$ cat src/verilog/sideband_pkg.sv
// Constants and carrier types for host-side sideband and interrupt routing
package sideband_pkg;

  // ==========================================
  // Legacy interrupt line indices
  localparam int IRQ_COUNT = 16;
  localparam int IRQ_GENERAL_IO_0 = 3;
  localparam int IRQ_GENERAL_IO_1 = 4;
  localparam int IRQ_GENERAL_IO_2 = 5;
  localparam int IRQ_GENERAL_IO_3 = 7;
  localparam int IRQ_SERIAL = 9;
  localparam int IRQ_LED_A = 10;
  localparam int IRQ_LED_B = 11;
  localparam int IRQ_LED = 12;
  localparam int IRQ_VIDEO_EN = 15;
  localparam logic [15:0] IRQ_PRESENT = 16'hDEB8;
  localparam int GPIO_COUNT = 4;
  localparam int VIDEO_WIDTH = 8;

  // ==========================================
  // Command codes on the bus command lines
  localparam logic [3:0] CMD_SPECIAL = 4'h1;
  localparam logic [3:0] CMD_CFG_READ = 4'hA;
  localparam logic [3:0] CMD_CFG_WRITE = 4'hB;

  // ==========================================
  // Mux configuration
  typedef struct packed {
    logic led_enable;
    logic serial_irq_enable;
    logic ring_enable;
  } mux_cfg_t;

  localparam mux_cfg_t CFG_RESET = '{led_enable: 1'b0, serial_irq_enable: 1'b0,
                                     ring_enable: 1'b0};

  // Two-signal view of a two-way pin; oe_n low means driving
  typedef struct packed {
    logic out;
    logic oe_n;
  } pin_drive_t;

  typedef enum logic [1:0] {
    DRV_IDLE = 2'b00,
    DRV_LOW = 2'b01,
    DRV_HIGH = 2'b11
  } shz_state_t;

endpackage

$ cat src/verilog/host_sideband.sv
// Host-side sideband signalling and interrupt pin routing
`timescale 1ns/1ps

module host_sideband (
  input wire logic ref_clk,
  input wire logic reset_n,
  // Configuration, from same-clock logic
  input wire sideband_pkg::mux_cfg_t cfg_in,
  input wire logic cfg_load,
  // Core requests, same clock
  input wire logic stop_req,
  input wire logic addr_decode_hit,
  input wire logic cycle_active,
  input wire logic [3:0] cycle_cmd,
  input wire logic write_data_phase,
  input wire logic data_parity_bad,
  input wire logic addr_parity_bad_primary,
  input wire logic addr_parity_bad_secondary,
  input wire logic master_need,
  input wire logic power_state_change,
  input wire logic socket_a_irq,
  input wire logic socket_b_irq,
  input wire logic [15:0] card_irq_route,
  input wire logic serial_irq_frame,
  input wire logic socket_a_led,
  input wire logic socket_b_led,
  input wire logic led_state,
  input wire logic [3:0] gpio_out,
  input wire logic [3:0] gpio_dir_out,
  input wire logic card_is_16bit,
  input wire logic ring_select_b,
  input wire logic [7:0] video_data,
  // Pins from outside
  input wire logic config_select_pin,
  input wire logic device_select_pin_n,
  input wire logic grant_pin_n,
  input wire logic [15:0] irq_pin_in,
  input wire logic [1:0] socket_ring_indicate_n,
  // Status to core
  output logic config_selected,
  output logic any_claimed,
  output logic grant_held,
  output logic [3:0] gpio_in,
  output logic video_port_enable_in,
  // Pin drives
  output logic stop_out_n,
  output logic stop_oe_n,
  output logic devsel_out_n,
  output logic devsel_oe_n,
  output logic perr_out_n,
  output logic perr_oe_n,
  output logic syserr_oe_n,
  output logic request_out_n,
  output logic request_oe_n,
  output logic pm_event_oe_n,
  output logic bus_int_a_oe_n,
  output logic bus_int_b_oe_n,
  output logic [15:0] irq_out,
  output logic [15:0] irq_oe_n,
  output logic ring_indicate_out_n,
  output logic ring_oe_n,
  output logic [7:0] video_out,
  output logic [7:0] video_oe_n
);

  // ==========================================
  // Input synchronisers (pins only)
  logic [1:0] cfgsel_sync;
  logic [1:0] devsel_sync;
  logic [1:0] grant_sync;
  logic [1:0] ring_a_sync;
  logic [1:0] ring_b_sync;
  logic [15:0] irq_sync1;
  logic [15:0] irq_sync2;

  always_ff @(posedge ref_clk) begin
    if (!reset_n) begin
      cfgsel_sync <= 2'h0;
      devsel_sync <= 2'h3;
      grant_sync <= 2'h3;
      ring_a_sync <= 2'h3;
      ring_b_sync <= 2'h3;
      irq_sync1 <= 16'h0000;
      irq_sync2 <= 16'h0000;
    end else begin
      cfgsel_sync <= {cfgsel_sync[0], config_select_pin};
      devsel_sync <= {devsel_sync[0], device_select_pin_n};
      grant_sync <= {grant_sync[0], grant_pin_n};
      ring_a_sync <= {ring_a_sync[0], socket_ring_indicate_n[0]};
      ring_b_sync <= {ring_b_sync[0], socket_ring_indicate_n[1]};
      irq_sync1 <= irq_pin_in;
      irq_sync2 <= irq_sync1;
    end
  end

  // ==========================================
  // Configuration bits
  sideband_pkg::mux_cfg_t cfg;

  always_ff @(posedge ref_clk) begin
    if (!reset_n) begin
      cfg <= sideband_pkg::CFG_RESET;
    end else if (cfg_load) begin
      cfg <= cfg_in;
    end
  end

  // ==========================================
  // Sampled status
  logic cfg_cmd;
  assign cfg_cmd = (cycle_cmd == sideband_pkg::CMD_CFG_READ) ||
                   (cycle_cmd == sideband_pkg::CMD_CFG_WRITE);

  always_ff @(posedge ref_clk) begin
    if (!reset_n) begin
      config_selected <= 1'b0;
      any_claimed <= 1'b0;
      grant_held <= 1'b0;
    end else begin
      config_selected <= cycle_active && cfg_cmd && cfgsel_sync[1];
      any_claimed <= !devsel_sync[1];
      grant_held <= !grant_sync[1];
    end
  end

  // ==========================================
  // Sustained three-state drivers: active low, then one clock high, then float
  function automatic sideband_pkg::shz_state_t shz_next(input logic want);
    shz_next = want ? sideband_pkg::DRV_LOW : sideband_pkg::DRV_IDLE;
  endfunction

  sideband_pkg::shz_state_t stop_st;
  sideband_pkg::shz_state_t devsel_st;
  sideband_pkg::shz_state_t perr_st;
  logic stop_want;
  logic devsel_want;
  logic perr_want;

  assign stop_want = cycle_active && stop_req;
  assign devsel_want = cycle_active && (addr_decode_hit || config_selected);
  assign perr_want = write_data_phase && data_parity_bad &&
                     (cycle_cmd != sideband_pkg::CMD_SPECIAL);

  // Low phase is followed by a forced high phase so the line never floats from low
  always_ff @(posedge ref_clk) begin
    if (!reset_n) begin
      stop_st <= sideband_pkg::DRV_IDLE;
    end else if (stop_want) begin
      stop_st <= sideband_pkg::DRV_LOW;
    end else if (stop_st == sideband_pkg::DRV_LOW) begin
      stop_st <= sideband_pkg::DRV_HIGH;
    end else begin
      stop_st <= shz_next(1'b0);
    end
  end

  always_ff @(posedge ref_clk) begin
    if (!reset_n) begin
      devsel_st <= sideband_pkg::DRV_IDLE;
    end else if (devsel_want) begin
      devsel_st <= sideband_pkg::DRV_LOW;
    end else if (devsel_st == sideband_pkg::DRV_LOW) begin
      devsel_st <= sideband_pkg::DRV_HIGH;
    end else begin
      devsel_st <= shz_next(1'b0);
    end
  end

  always_ff @(posedge ref_clk) begin
    if (!reset_n) begin
      perr_st <= sideband_pkg::DRV_IDLE;
    end else if (perr_want) begin
      perr_st <= sideband_pkg::DRV_LOW;
    end else if (perr_st == sideband_pkg::DRV_LOW) begin
      perr_st <= sideband_pkg::DRV_HIGH;
    end else begin
      perr_st <= shz_next(1'b0);
    end
  end

  always_ff @(posedge ref_clk) begin
    if (!reset_n) begin
      stop_out_n <= 1'b1;
      stop_oe_n <= 1'b1;
      devsel_out_n <= 1'b1;
      devsel_oe_n <= 1'b1;
      perr_out_n <= 1'b1;
      perr_oe_n <= 1'b1;
    end else begin
      stop_out_n <= !stop_want;
      stop_oe_n <= !(stop_want || stop_st == sideband_pkg::DRV_LOW);
      devsel_out_n <= !devsel_want;
      devsel_oe_n <= !(devsel_want || devsel_st == sideband_pkg::DRV_LOW);
      perr_out_n <= !perr_want;
      perr_oe_n <= !(perr_want || perr_st == sideband_pkg::DRV_LOW);
    end
  end

  // ==========================================
  // System error, request, power event, bus interrupts
  logic apar_prev_primary;
  logic apar_prev_secondary;
  logic serr_pending;
  logic serr_detect;

  assign serr_detect = (addr_parity_bad_primary && !apar_prev_primary) ||
                       (addr_parity_bad_secondary && !apar_prev_secondary);

  // A detection that lands during a pulse waits one clock, so no report is lost or widened
  always_ff @(posedge ref_clk) begin
    if (!reset_n) begin
      apar_prev_primary <= 1'b0;
      apar_prev_secondary <= 1'b0;
      serr_pending <= 1'b0;
    end else begin
      apar_prev_primary <= addr_parity_bad_primary;
      apar_prev_secondary <= addr_parity_bad_secondary;
      serr_pending <= (serr_detect || serr_pending) && !syserr_oe_n;
    end
  end

  always_ff @(posedge ref_clk) begin
    if (!reset_n) begin
      syserr_oe_n <= 1'b1;
      request_out_n <= 1'b1;
      request_oe_n <= 1'b1;
      pm_event_oe_n <= 1'b1;
      bus_int_a_oe_n <= 1'b1;
      bus_int_b_oe_n <= 1'b1;
    end else begin
      // One clock per rising detection; a held error input gives no further pulses
      syserr_oe_n <= !((serr_detect || serr_pending) && syserr_oe_n);
      request_out_n <= !master_need;
      request_oe_n <= 1'b0;
      pm_event_oe_n <= !power_state_change;
      bus_int_a_oe_n <= !socket_a_irq;
      bus_int_b_oe_n <= !socket_b_irq;
    end
  end

  // ==========================================
  // Legacy interrupt pin multiplexing
  logic [15:0] next_irq_out;
  logic [15:0] next_irq_oe_n;
  logic [3:0] gpio_idx [4];

  assign gpio_idx[0] = 4'(sideband_pkg::IRQ_GENERAL_IO_0);
  assign gpio_idx[1] = 4'(sideband_pkg::IRQ_GENERAL_IO_1);
  assign gpio_idx[2] = 4'(sideband_pkg::IRQ_GENERAL_IO_2);
  assign gpio_idx[3] = 4'(sideband_pkg::IRQ_GENERAL_IO_3);

  always_comb begin
    next_irq_out = card_irq_route & sideband_pkg::IRQ_PRESENT;
    next_irq_oe_n = ~sideband_pkg::IRQ_PRESENT;
    if (cfg.led_enable) begin
      next_irq_out[sideband_pkg::IRQ_LED] = led_state;
    end
    if (cfg.serial_irq_enable) begin
      next_irq_out[sideband_pkg::IRQ_SERIAL] = !serial_irq_frame;
      next_irq_out[sideband_pkg::IRQ_VIDEO_EN] = 1'b0;
      next_irq_oe_n[sideband_pkg::IRQ_VIDEO_EN] = 1'b1;
      next_irq_out[sideband_pkg::IRQ_LED_A] = !socket_a_led;
      next_irq_out[sideband_pkg::IRQ_LED_B] = !socket_b_led;
      for (int i = 0; i < sideband_pkg::GPIO_COUNT; i++) begin
        next_irq_out[gpio_idx[i]] = gpio_out[i];
        next_irq_oe_n[gpio_idx[i]] = !gpio_dir_out[i];
      end
    end
  end

  always_ff @(posedge ref_clk) begin
    if (!reset_n) begin
      irq_out <= 16'h0000;
      irq_oe_n <= 16'hFFFF;
      gpio_in <= 4'h0;
      video_port_enable_in <= 1'b0;
    end else begin
      irq_out <= next_irq_out;
      irq_oe_n <= next_irq_oe_n;
      for (int i = 0; i < sideband_pkg::GPIO_COUNT; i++) begin
        gpio_in[i] <= cfg.serial_irq_enable && irq_sync2[gpio_idx[i]];
      end
      video_port_enable_in <= cfg.serial_irq_enable &&
                              irq_sync2[sideband_pkg::IRQ_VIDEO_EN];
    end
  end

  // ==========================================
  // Video port and ring indicate
  logic ring_sel;
  assign ring_sel = ring_select_b ? ring_b_sync[1] : ring_a_sync[1];

  always_ff @(posedge ref_clk) begin
    if (!reset_n) begin
      video_out <= 8'h00;
      video_oe_n <= 8'hFF;
      ring_indicate_out_n <= 1'b1;
      ring_oe_n <= 1'b1;
    end else begin
      video_out <= video_data;
      video_oe_n <= {8{!video_port_enable_in}};
      ring_indicate_out_n <= ring_sel;
      ring_oe_n <= !(card_is_16bit && cfg.ring_enable);
    end
  end

endmodule

$ cat config.mk
export PLATFORM = sky130hd
export DESIGN_NAME = host_sideband
export DESIGN_NICKNAME = d
export VERILOG_FILES = /design/src/verilog/sideband_pkg.sv /design/src/verilog/host_sideband.sv
export SDC_FILE = /design/constraint.sdc
export NUM_CORES = 1
export LEC_CHECK = 0
export BUFFER_PORTS_ARGS = -buffer_cell sky130_fd_sc_hd__buf_4
export CORE_ASPECT_RATIO = 0.9
export CORE_MARGIN = 4
export CORE_UTILIZATION = 35
export DETAILED_ROUTE_END_ITERATION = 8
export PLACE_DENSITY = 0.74
export SYNTH_ARGS = -nofsm -noshare
export SYNTH_HDL_FRONTEND = slang
export SYNTH_SLANG_ARGS = --single-unit
$ cat constraint.sdc
create_clock -name ref_clk -period 3.1 [get_ports ref_clk]
set_clock_uncertainty 0.2 [all_clocks]
set_input_delay 0.31 -clock ref_clk [delete_from_list [all_inputs] [get_ports ref_clk]]
set_output_delay 0.31 -clock ref_clk [all_outputs]
set_load 0.02 [all_outputs]
==> results of run 1 <==
==> sequential cells by signal, summed over array words and instances (netlist names), 3 cells and up <==
signal,count
cfg,3
irq_sync1,5
irq_oe_n,6
gpio_in,4
video_out,8
irq_sync2,5
irq_out,10
==> per-layer routing <==
metal / GRT usage / part of all wire / vias to the layer above
li1: - / - / 968
met4: 0.0543 / 0.010 / 0
met2: 0.226 / 0.48 / 98
met3: 0.0691 / 0.12 / 6
met1: 0.141 / 0.39 / 856
met5: 0 / 0 / -
==> report_power, final <==
part | leakage (nW) | switching (W) | internal (W)
Sequential | 0.654 | 0.0000181 | 0.00107
Clock | 0.0916 | 0.000352 | 0.000393
Combinational | 1.09 | 0.000123 | 0.000159
Total | 1.83 | 0.000493 | 0.00162
==> repair_timing <==
action	CTS	global route
endpoints found under the hold margin	40	1
hold buffers	46	1
resized for setup	0	0
==> cells in the mapped netlist <==
library cell	count
sky130_fd_sc_hd__dfxtp_1	79
sky130_fd_sc_hd__and2_1	25
sky130_fd_sc_hd__buf_4	23
sky130_fd_sc_hd__nand2b_1	14
sky130_fd_sc_hd__nor2_1	13
sky130_fd_sc_hd__nand2_1	11
sky130_fd_sc_hd__mux2i_1	9
sky130_fd_sc_hd__and3_1	6
sky130_fd_sc_hd__buf_2	4
sky130_fd_sc_hd__clkbuf_1	4
sky130_fd_sc_hd__o21ai_0	4
sky130_fd_sc_hd__a21oi_1	3
sky130_fd_sc_hd__inv_1	3
sky130_fd_sc_hd__nand3_1	3
sky130_fd_sc_hd__conb_1	2
sky130_fd_sc_hd__nand3b_1	2
sky130_fd_sc_hd__a211oi_1	1
sky130_fd_sc_hd__a21boi_0	1
sky130_fd_sc_hd__a311oi_1	1
sky130_fd_sc_hd__a31o_1	1
sky130_fd_sc_hd__a31o_2	1
sky130_fd_sc_hd__a31oi_1	1
sky130_fd_sc_hd__and2_0	1
sky130_fd_sc_hd__and3b_1	1
sky130_fd_sc_hd__buf_1	1
sky130_fd_sc_hd__nand4b_1	1
sky130_fd_sc_hd__o211ai_1	1
sky130_fd_sc_hd__o21a_1	1
sky130_fd_sc_hd__or4b_4	1
==> cell type report <==
cell class                 count  share of cell area
sequential                    79               0.401
multi-input combinational    114               0.170
tap                           90              0.0285
clock buffer                  11              0.0358
timing repair buffer         167               0.347
inverter                       3             0.00285
clock inverter                 5              0.0146
==> kinds of logic (layout without fill, tap and decap cells) <==
| family | Yosys count | in the layout | share of synthesized area |
|---|---|---|---|
| flip-flops | 79 | 79 | 0.649 |
| AND/OR/NAND/NOR | 78 | 78 | 0.180 |
| buffers and inverters | 35 | 186 | 0.0913 |
| AO/OA/AOI/OAI | 15 | 15 | 0.0400 |
| multiplexers | 9 | 9 | 0.0369 |
| other | 2 | 12 | 0.00308 |
==> path summary, 6_finish.rpt <==
path	from	to	slack (ns)	cells after the start
max	cfg[1]$_SDFFE_PN0P_	irq_out[4]$_SDFF_PN0_	1.12	3
min	cfg_in[2]	cfg[2]$_SDFFE_PN0P_	0.02	3
max reg2reg	cfg[1]$_SDFFE_PN0P_	irq_out[4]$_SDFF_PN0_	1.12	3
min reg2reg	video_port_enable_in$_SDFF_PN0_	video_oe_n[0]$_SDFF_PN1_	0.18	1
==> tightest hold or removal path: stages <==
cell	delay (ns)
sky130_fd_sc_hd__buf_4	0.08
sky130_fd_sc_hd__mux2i_1	0.06
sky130_fd_sc_hd__nor2_1	0.08
==> through the flow <==
stage | cell area, um^2 | utilization | hold slack [ns] | total power [W]
floorplan | 2480 | - | 0.167 | 0.00123
global placement | 3280 | 0.492 | 0.166 | 0.00134
detailed placement | 3280 | 0.492 | 0.167 | 0.00134
CTS | 3940 | 0.592 | 0.000311 | 0.00214
global route | 3950 | 0.593 | 0.00854 | 0.00221
finish | 3950 | 0.593 | 0.0243 | 0.00211
==> impl_metrics.sql, run 1 <==
INSERT INTO impl_metrics (metric_group, metric, value, unit) VALUES
('placed_design', 'placed_cells', '406', ''),
('drt', 'detail_route.wirelength', '5530', 'um'),
('cells_and_area', 'ratio_of_cells_with_drive_above_1_in_the_final_layout', '0.361', ''),
('cts', 'cts_inserted_buffers', '9', ''),
('floorplan', 'die_width', '96.0', 'um'),
('drt', 'routed-via-count', '1928', ''),
('logic_synthesis', 'synthesis.yosys.warnings', '0', ''),
('timing', 'post_layout_min_period', '1.98', 'ns'),
('power', 'power_density', '535', 'nW/um^2'),
('drt', 'post-route-drc-count', '0', ''),
('critical_path', 'launching_element_type_of_the_critical_path', 'register', ''),
('placed_design', 'dp_worst_setup_slack', '1.31', 'ns'),
('critical_path', 'worstPathMaxFanout', '17', ''),
('placed_design', 'numPortBuffers', '120', ''),
('grt', 'number_of_global_route_vias_before_repair', '1886', ''),
('drt', 'ant_nets', '0', ''),
('logic_synthesis', 'yosys.area.top_type_share', '0.649', ''),
('power', 'cellLeakagePower', '1.83', 'nW'),
('logic_synthesis', 'synth_largest_area_cell', 'sky130_fd_sc_hd__dfxtp_1', ''),
('power', 'vdd_ir_drop_max', '0.388', 'mV'),
('critical_path', 'timing.critical_path.cells', 'mux2i_1 -> dlygate4sd3_1 -> nor2_1', ''),
('drt', 'wl_per_cell', '11.8', 'um'),
('timing', 'tightest_slew', '0.697', 'ns'),
('critical_path', 'critPathArrivalTime', '2.00', 'ns'),
('logic_synthesis', 'syn_area_per_cell', '11.2', 'um^2'),
('timing', 'final.setup.worst_slack', '1.12', 'ns'),
('grt', 'track_usage', '0.134', ''),
('cells_and_area', 'final_net_count', '454', ''),
('timing', 'slew_violations', '0', ''),
('floorplan', 'die_height', '87.2', 'um'),
('grt', 'overflow', '0', ''),
('timing', 'timing.setup.tns', '0', 'ns'),
('flow_run', 'drv_cap', '0', ''),
('cts', 'post_cts_clock_slew_at_the_launch_and_capture_registers_of_the_worst_setup_and_hold_paths', '0.08', 'ns'),
('logic_synthesis', 'seq_area_frac_synth', '0.649', ''),
('logic_synthesis', 'syn_area', '2440', 'um^2'),
('min_path', 'hold_path.class', 'in -> reg', ''),
('timing', 'finalHoldViolations', '0', ''),
('cts', 'clock_tree_from_tritoncts', 'built', ''),
('cells_and_area', 'final_cell_count_no_fill', '469', ''),
('floorplan', 'die-area', '8370', 'um^2'),
('cts', 'cts_htree_levels', '3', ''),
('critical_path', 'worstSetupPathType', 'reg -> reg', ''),
('logic_synthesis', 'library_cells_used_by_synthesis', '29', ''),
('placed_design', 'detailed_place_hpwl', '3460', 'um'),
('cells_and_area', 'multiInputGateArea', '672', 'um^2'),
('critical_path', 'endpoint_kind', 'register', ''),
('cts', 'clk-insertion-delay-late', '0.33', 'ns'),
('grt', 'pin_count_of_the_biggest_net_entering_global_routing', '61', ''),
('cts', 'postCtsSetupBuffers', '0', ''),
('cells_and_area', 'num-fill-cells', '593', ''),
('critical_path', 'path_buf_inv', '1', ''),
('logic_synthesis', 'synth.ff_latch_count', '79', ''),
('grt', 'first_pass_grt_wire_length', '8600', 'um'),
('drt', 'detail_route.iter0.violations', '71', ''),
('critical_path', 'timing.critical_path.max_delay_family', 'flip-flops', ''),
('drt', 'firstDrtPassIters', '4', ''),
('floorplan', 'io_pins', '150', ''),
('logic_synthesis', 'post_synth_inst_count', '218', ''),
('critical_path', 'critPathRequiredTime', '3.11', 'ns'),
('cells_and_area', 'layout-area-overhead-vs-synth', '61.9', '%'),
('cts', 'ctsLongestPathBuffers', '2', ''),
('floorplan', 'core_area', '6660', 'um^2'),
('cells_and_area', 'final-seq-area', '1580', 'um^2'),
('placed_design', 'gp_routability_congestion', '0.626', ''),
('cells_and_area', 'commonest_non_fill_non_tap_cell_in_the_layout', 'sky130_fd_sc_hd__buf_4', ''),
('timing', 'max-slew-margin-rel', '0.535', ''),
('floorplan', 'std_cell_rows', '28', ''),
('run_status', 'run_status', 'finished, final reports clean', ''),
('timing', 'max_freq', '504', 'MHz'),
('timing', 'grt_setup_unrepaired', 'false', '');
No activity file was read; power rests on OpenSTA's default activity.
==> inputs of run 2 (changes only) <==
--- a/config.mk
+++ b/config.mk
@@ -10,7 +10,7 @@
 export CORE_MARGIN = 4
 export CORE_UTILIZATION = 35
 export DETAILED_ROUTE_END_ITERATION = 8
-export PLACE_DENSITY = 0.74
+export PLACE_DENSITY = 0.77
 export SYNTH_ARGS = -nofsm -noshare
 export SYNTH_HDL_FRONTEND = slang
 export SYNTH_SLANG_ARGS = --single-unit
==> constraint.sdc (replaced) <==
create_clock -name ref_clk -period 1.6 [get_ports ref_clk]
set_clock_uncertainty 0.2 [all_clocks]
set_input_delay 0.16 -clock ref_clk [delete_from_list [all_inputs] [get_ports ref_clk]]
set_output_delay 0.16 -clock ref_clk [all_outputs]
set_load 0.02 [all_outputs]
==> run 2 against run 1 <==
  * The flow now finishes with violations (setup timing)
  * Routed wire length up 19%
  * Design area up 9.2%
  * Worst setup slack worse by 1.1 ns
  * Combinational power up 120%
  * Worst hold slack better by 0.018 ns
  * Power up 110%
  * Sequential cell count unchanged
  * Global-route usage up 3.2 points
  * Sequential power up 94%
  * Sequential share of layout area down 3.4 points
==> impl_metrics.sql, run 2 (synthesis gave the netlist of run 1 again) <==
INSERT INTO impl_metrics (metric_group, metric, value, unit) VALUES
('critical_path', 'timing.critical_path.max_delay_family', 'buffers and inverters', ''),
('cts', 'clock_tree_from_tritoncts', 'built', ''),
('timing', 'slew_violations', '0', ''),
('floorplan', 'die-area', '8370', 'um^2'),
('floorplan', 'io_pins', '150', ''),
('critical_path', 'endpoint_kind', 'register', ''),
('power', 'vdd_ir_drop_max', '0.558', 'mV'),
('grt', 'overflow', '0', ''),
('drt', 'wl_per_cell', '13.1', 'um'),
('cts', 'clk-insertion-delay-late', '0.34', 'ns'),
('timing', 'max_freq', '619', 'MHz'),
('drt', 'firstDrtPassIters', '3', ''),
('cts', 'clock_sinks', '79', ''),
('floorplan', 'die_width', '96.0', 'um'),
('timing', 'finalSetupViolations', '1', ''),
('grt', 'pin_count_of_the_biggest_net_entering_global_routing', '25', ''),
('placed_design', 'detailed_place_hpwl', '3760', 'um'),
('drt', 'post-route-drc-count', '0', ''),
('placed_design', 'gp_routability_congestion', '0.627', ''),
('timing', 'layout_worst_path_cycle_share', '1.01', ''),
('cts', 'ctsLongestPathBuffers', '2', ''),
('run_status', 'run_status', 'finished, violations left', ''),
('timing', 'grt_setup_unrepaired', 'false', ''),
('cells_and_area', 'layout-area-overhead-vs-synth', '76.8', '%'),
('cells_and_area', 'final_cell_count_no_fill', '500', ''),
('timing', 'final.setup.worst_slack', '-0.0153', 'ns'),
('power', 'power_density', '1030', 'nW/um^2'),
('cts', 'cts_inserted_buffers', '9', ''),
('flow_run', 'drv_cap', '0', ''),
('cells_and_area', 'layout.cells.most_common_list', 'sky130_fd_sc_hd__buf_4, sky130_fd_sc_hd__dfxtp_1, sky130_fd_sc_hd__dlygate4sd3_1', ''),
('cells_and_area', 'ratio_of_cells_with_drive_above_1_in_the_final_layout', '0.341', ''),
('timing', 'post_layout_min_period', '1.62', 'ns'),
('critical_path', 'worstPathMaxFanout', '3', ''),
('placed_design', 'numPortBuffers', '120', ''),
('floorplan', 'core_area', '6660', 'um^2'),
('cells_and_area', 'antenna_cells', '0', ''),
('critical_path', 'critPathRequiredTime', '1.64', 'ns'),
('cells_and_area', 'post-route-util', '0.648', ''),
('power', 'cellLeakagePower', '2.00', 'nW'),
('min_path', 'hold_path.class', 'in -> reg', ''),
('critical_path', 'launching_element_type_of_the_critical_path', 'input port', ''),
('grt', 'number_of_global_route_vias_before_repair', '2242', ''),
('drt', 'detail_route.iter0.violations', '48', ''),
('drt', 'detail_route.wirelength', '6550', 'um'),
('floorplan', 'die_height', '87.2', 'um'),
('cells_and_area', 'registers.top_by_ff_count', 'irq_out', ''),
('critical_path', 'path_buf_inv', '2', ''),
('cells_and_area', 'largest_reg_flops', '10', ''),
('floorplan', 'initial_core_utilization', '0.366', ''),
('placed_design', 'dp_worst_setup_slack', '0.220', 'ns'),
('grt', 'track_usage', '0.167', ''),
('grt', 'initial_antenna_violation_count', '0', ''),
('drt', 'ant_nets', '0', ''),
('floorplan', 'std_cell_rows', '28', ''),
('cts', 'cts_root_buf', 'sky130_fd_sc_hd__clkbuf_8', ''),
('timing', 'finalHoldViolations', '0', ''),
('cts', 'post_cts_clock_slew_at_the_launch_and_capture_registers_of_the_worst_setup_and_hold_paths', '0.09', 'ns'),
('drt', 'routed-via-count', '2103', ''),
('cts', 'postCtsSetupBuffers', '0', ''),
('critical_path', 'worstSetupPathType', 'in -> reg', ''),
('critical_path', 'cp_slowest_stage_delay', '0.62', 'ns'),
('run_status', 'failed_checks', 'setup timing', ''),
('drt', 'via_per_inst', '4.21', ''),
('placed_design', 'placed_cells', '410', ''),
('cells_and_area', 'top_regs', 'irq_out: 10 flops, video_out: 8 flops, irq_oe_n: 6 flops', ''),
('critical_path', 'timing.critical_path.slowest_stage_cell', 'sky130_fd_sc_hd__dlygate4sd3_1', ''),
('cells_and_area', 'commonest_non_fill_non_tap_cell_in_the_layout', 'sky130_fd_sc_hd__buf_4', ''),
('cts', 'cts_htree_levels', '3', ''),
('grt', 'first_pass_grt_wire_length', '10300', 'um'),
('critical_path', 'critPathArrivalTime', '1.66', 'ns'),
('critical_path', 'timing.critical_path.cells', 'buf_4 -> or4b_4 -> dlygate4sd3_1 -> a31o_1', ''),
('cells_and_area', 'final_net_count', '485', '');
[run 2: cell count changes in the layout (fill, tap and decap cells not counted), moves of 2 or more]
cell / previous run / this run
sky130_fd_sc_hd__dlygate4sd3_1: 47 / 74
sky130_fd_sc_hd__buf_12: 0 / 2
sky130_fd_sc_hd__buf_4: 120 / 122
sky130_fd_sc_hd__bufinv_16: 1 / 3
sky130_fd_sc_hd__clkinvlp_4: 3 / 1
[run 2: area by class of cell]
type                    count  area [um^2]
well taps                  90          113
flip-flops and latches     79         1580
fillers                   491         2340
inverters                   3         11.3
clock inverters             5          106
repair buffers            198         1700
clock buffers              11          131
multi-input cells         114          672
[run 2: stage by stage]
| stage | setup TNS, ns | hold WS [ns] | total power [W] | instance area [um^2] |
|---|---|---|---|---|
| 2_1_floorplan | 0 | 0.0219 | 0.00239 | 2480 |
| 3_3_place_gp | 0 | 0.125 | 0.00260 | 3330 |
| 3_5_place_dp | 0 | 0.124 | 0.00262 | 3330 |
| 4_1_cts | 0 | 0.00273 | 0.00448 | 4300 |
| 5_1_grt | 0 | 0.0364 | 0.00463 | 4310 |
| 6_report | -0.0153 | 0.0427 | 0.00444 | 4310 |
[run 2: final timing paths]
| path | start | to | slack [ns] | cells after the start |
|---|---|---|---|---|
| worst max-delay path | cycle_cmd[1] | perr_st[0]$_SDFF_PN0_ | -0.02 | 4 |
| worst min-delay path | data_parity_bad | perr_st[1]$_SDFF_PP0_ | 0.04 | 3 |
| worst max register to register | cfg[1]$_SDFFE_PN0P_ | cfg[1]$_SDFFE_PN0P_ | 0.08 | 3 |
| worst min register to register | devsel_sync[1]$_SDFF_PN1_ | any_claimed$_SDFF_PN0_ | 0.18 | 1 |
[run 2: metal layers]
| layer | vias to the layer above | global-route usage | routed length [um] | part of all wire |
|---|---|---|---|---|
| li1 | 1034 | - | - | - |
| met1 | 955 | 0.153 | 2370 | 0.36 |
| met2 | 98 | 0.315 | 3420 | 0.52 |
| met3 | 16 | 0.0709 | 629 | 0.096 |
| met4 | 0 | 0.0698 | 131 | 0.020 |
| met5 | - | 0 | 0 | 0 |
[run 2: report_power, final]
part	switching [W]	leakage, nW	total [W]	internal [W]
combinational	0.000266	1.24	0.000628	0.000362
sequential	0.0000329	0.654	0.00210	0.00207
clock	0.000669	0.114	0.00171	0.00104
total	0.000968	2.00	0.00444	0.00347
[run 2: what timing repair did]
action / CTS / global route
hold endpoints to repair: 61 / 5
gates resized for setup: 0 / 1
setup endpoints to repair: 0 / 2
hold buffers: 73 / 2
[run 2: worst register-to-register path, stage by stage (launching register included)]
cell and delay [ns]:
sky130_fd_sc_hd__dfxtp_1 0.50, sky130_fd_sc_hd__mux2i_1 0.11, sky130_fd_sc_hd__dlygate4sd3_1 0.57, sky130_fd_sc_hd__nor2_1 0.08
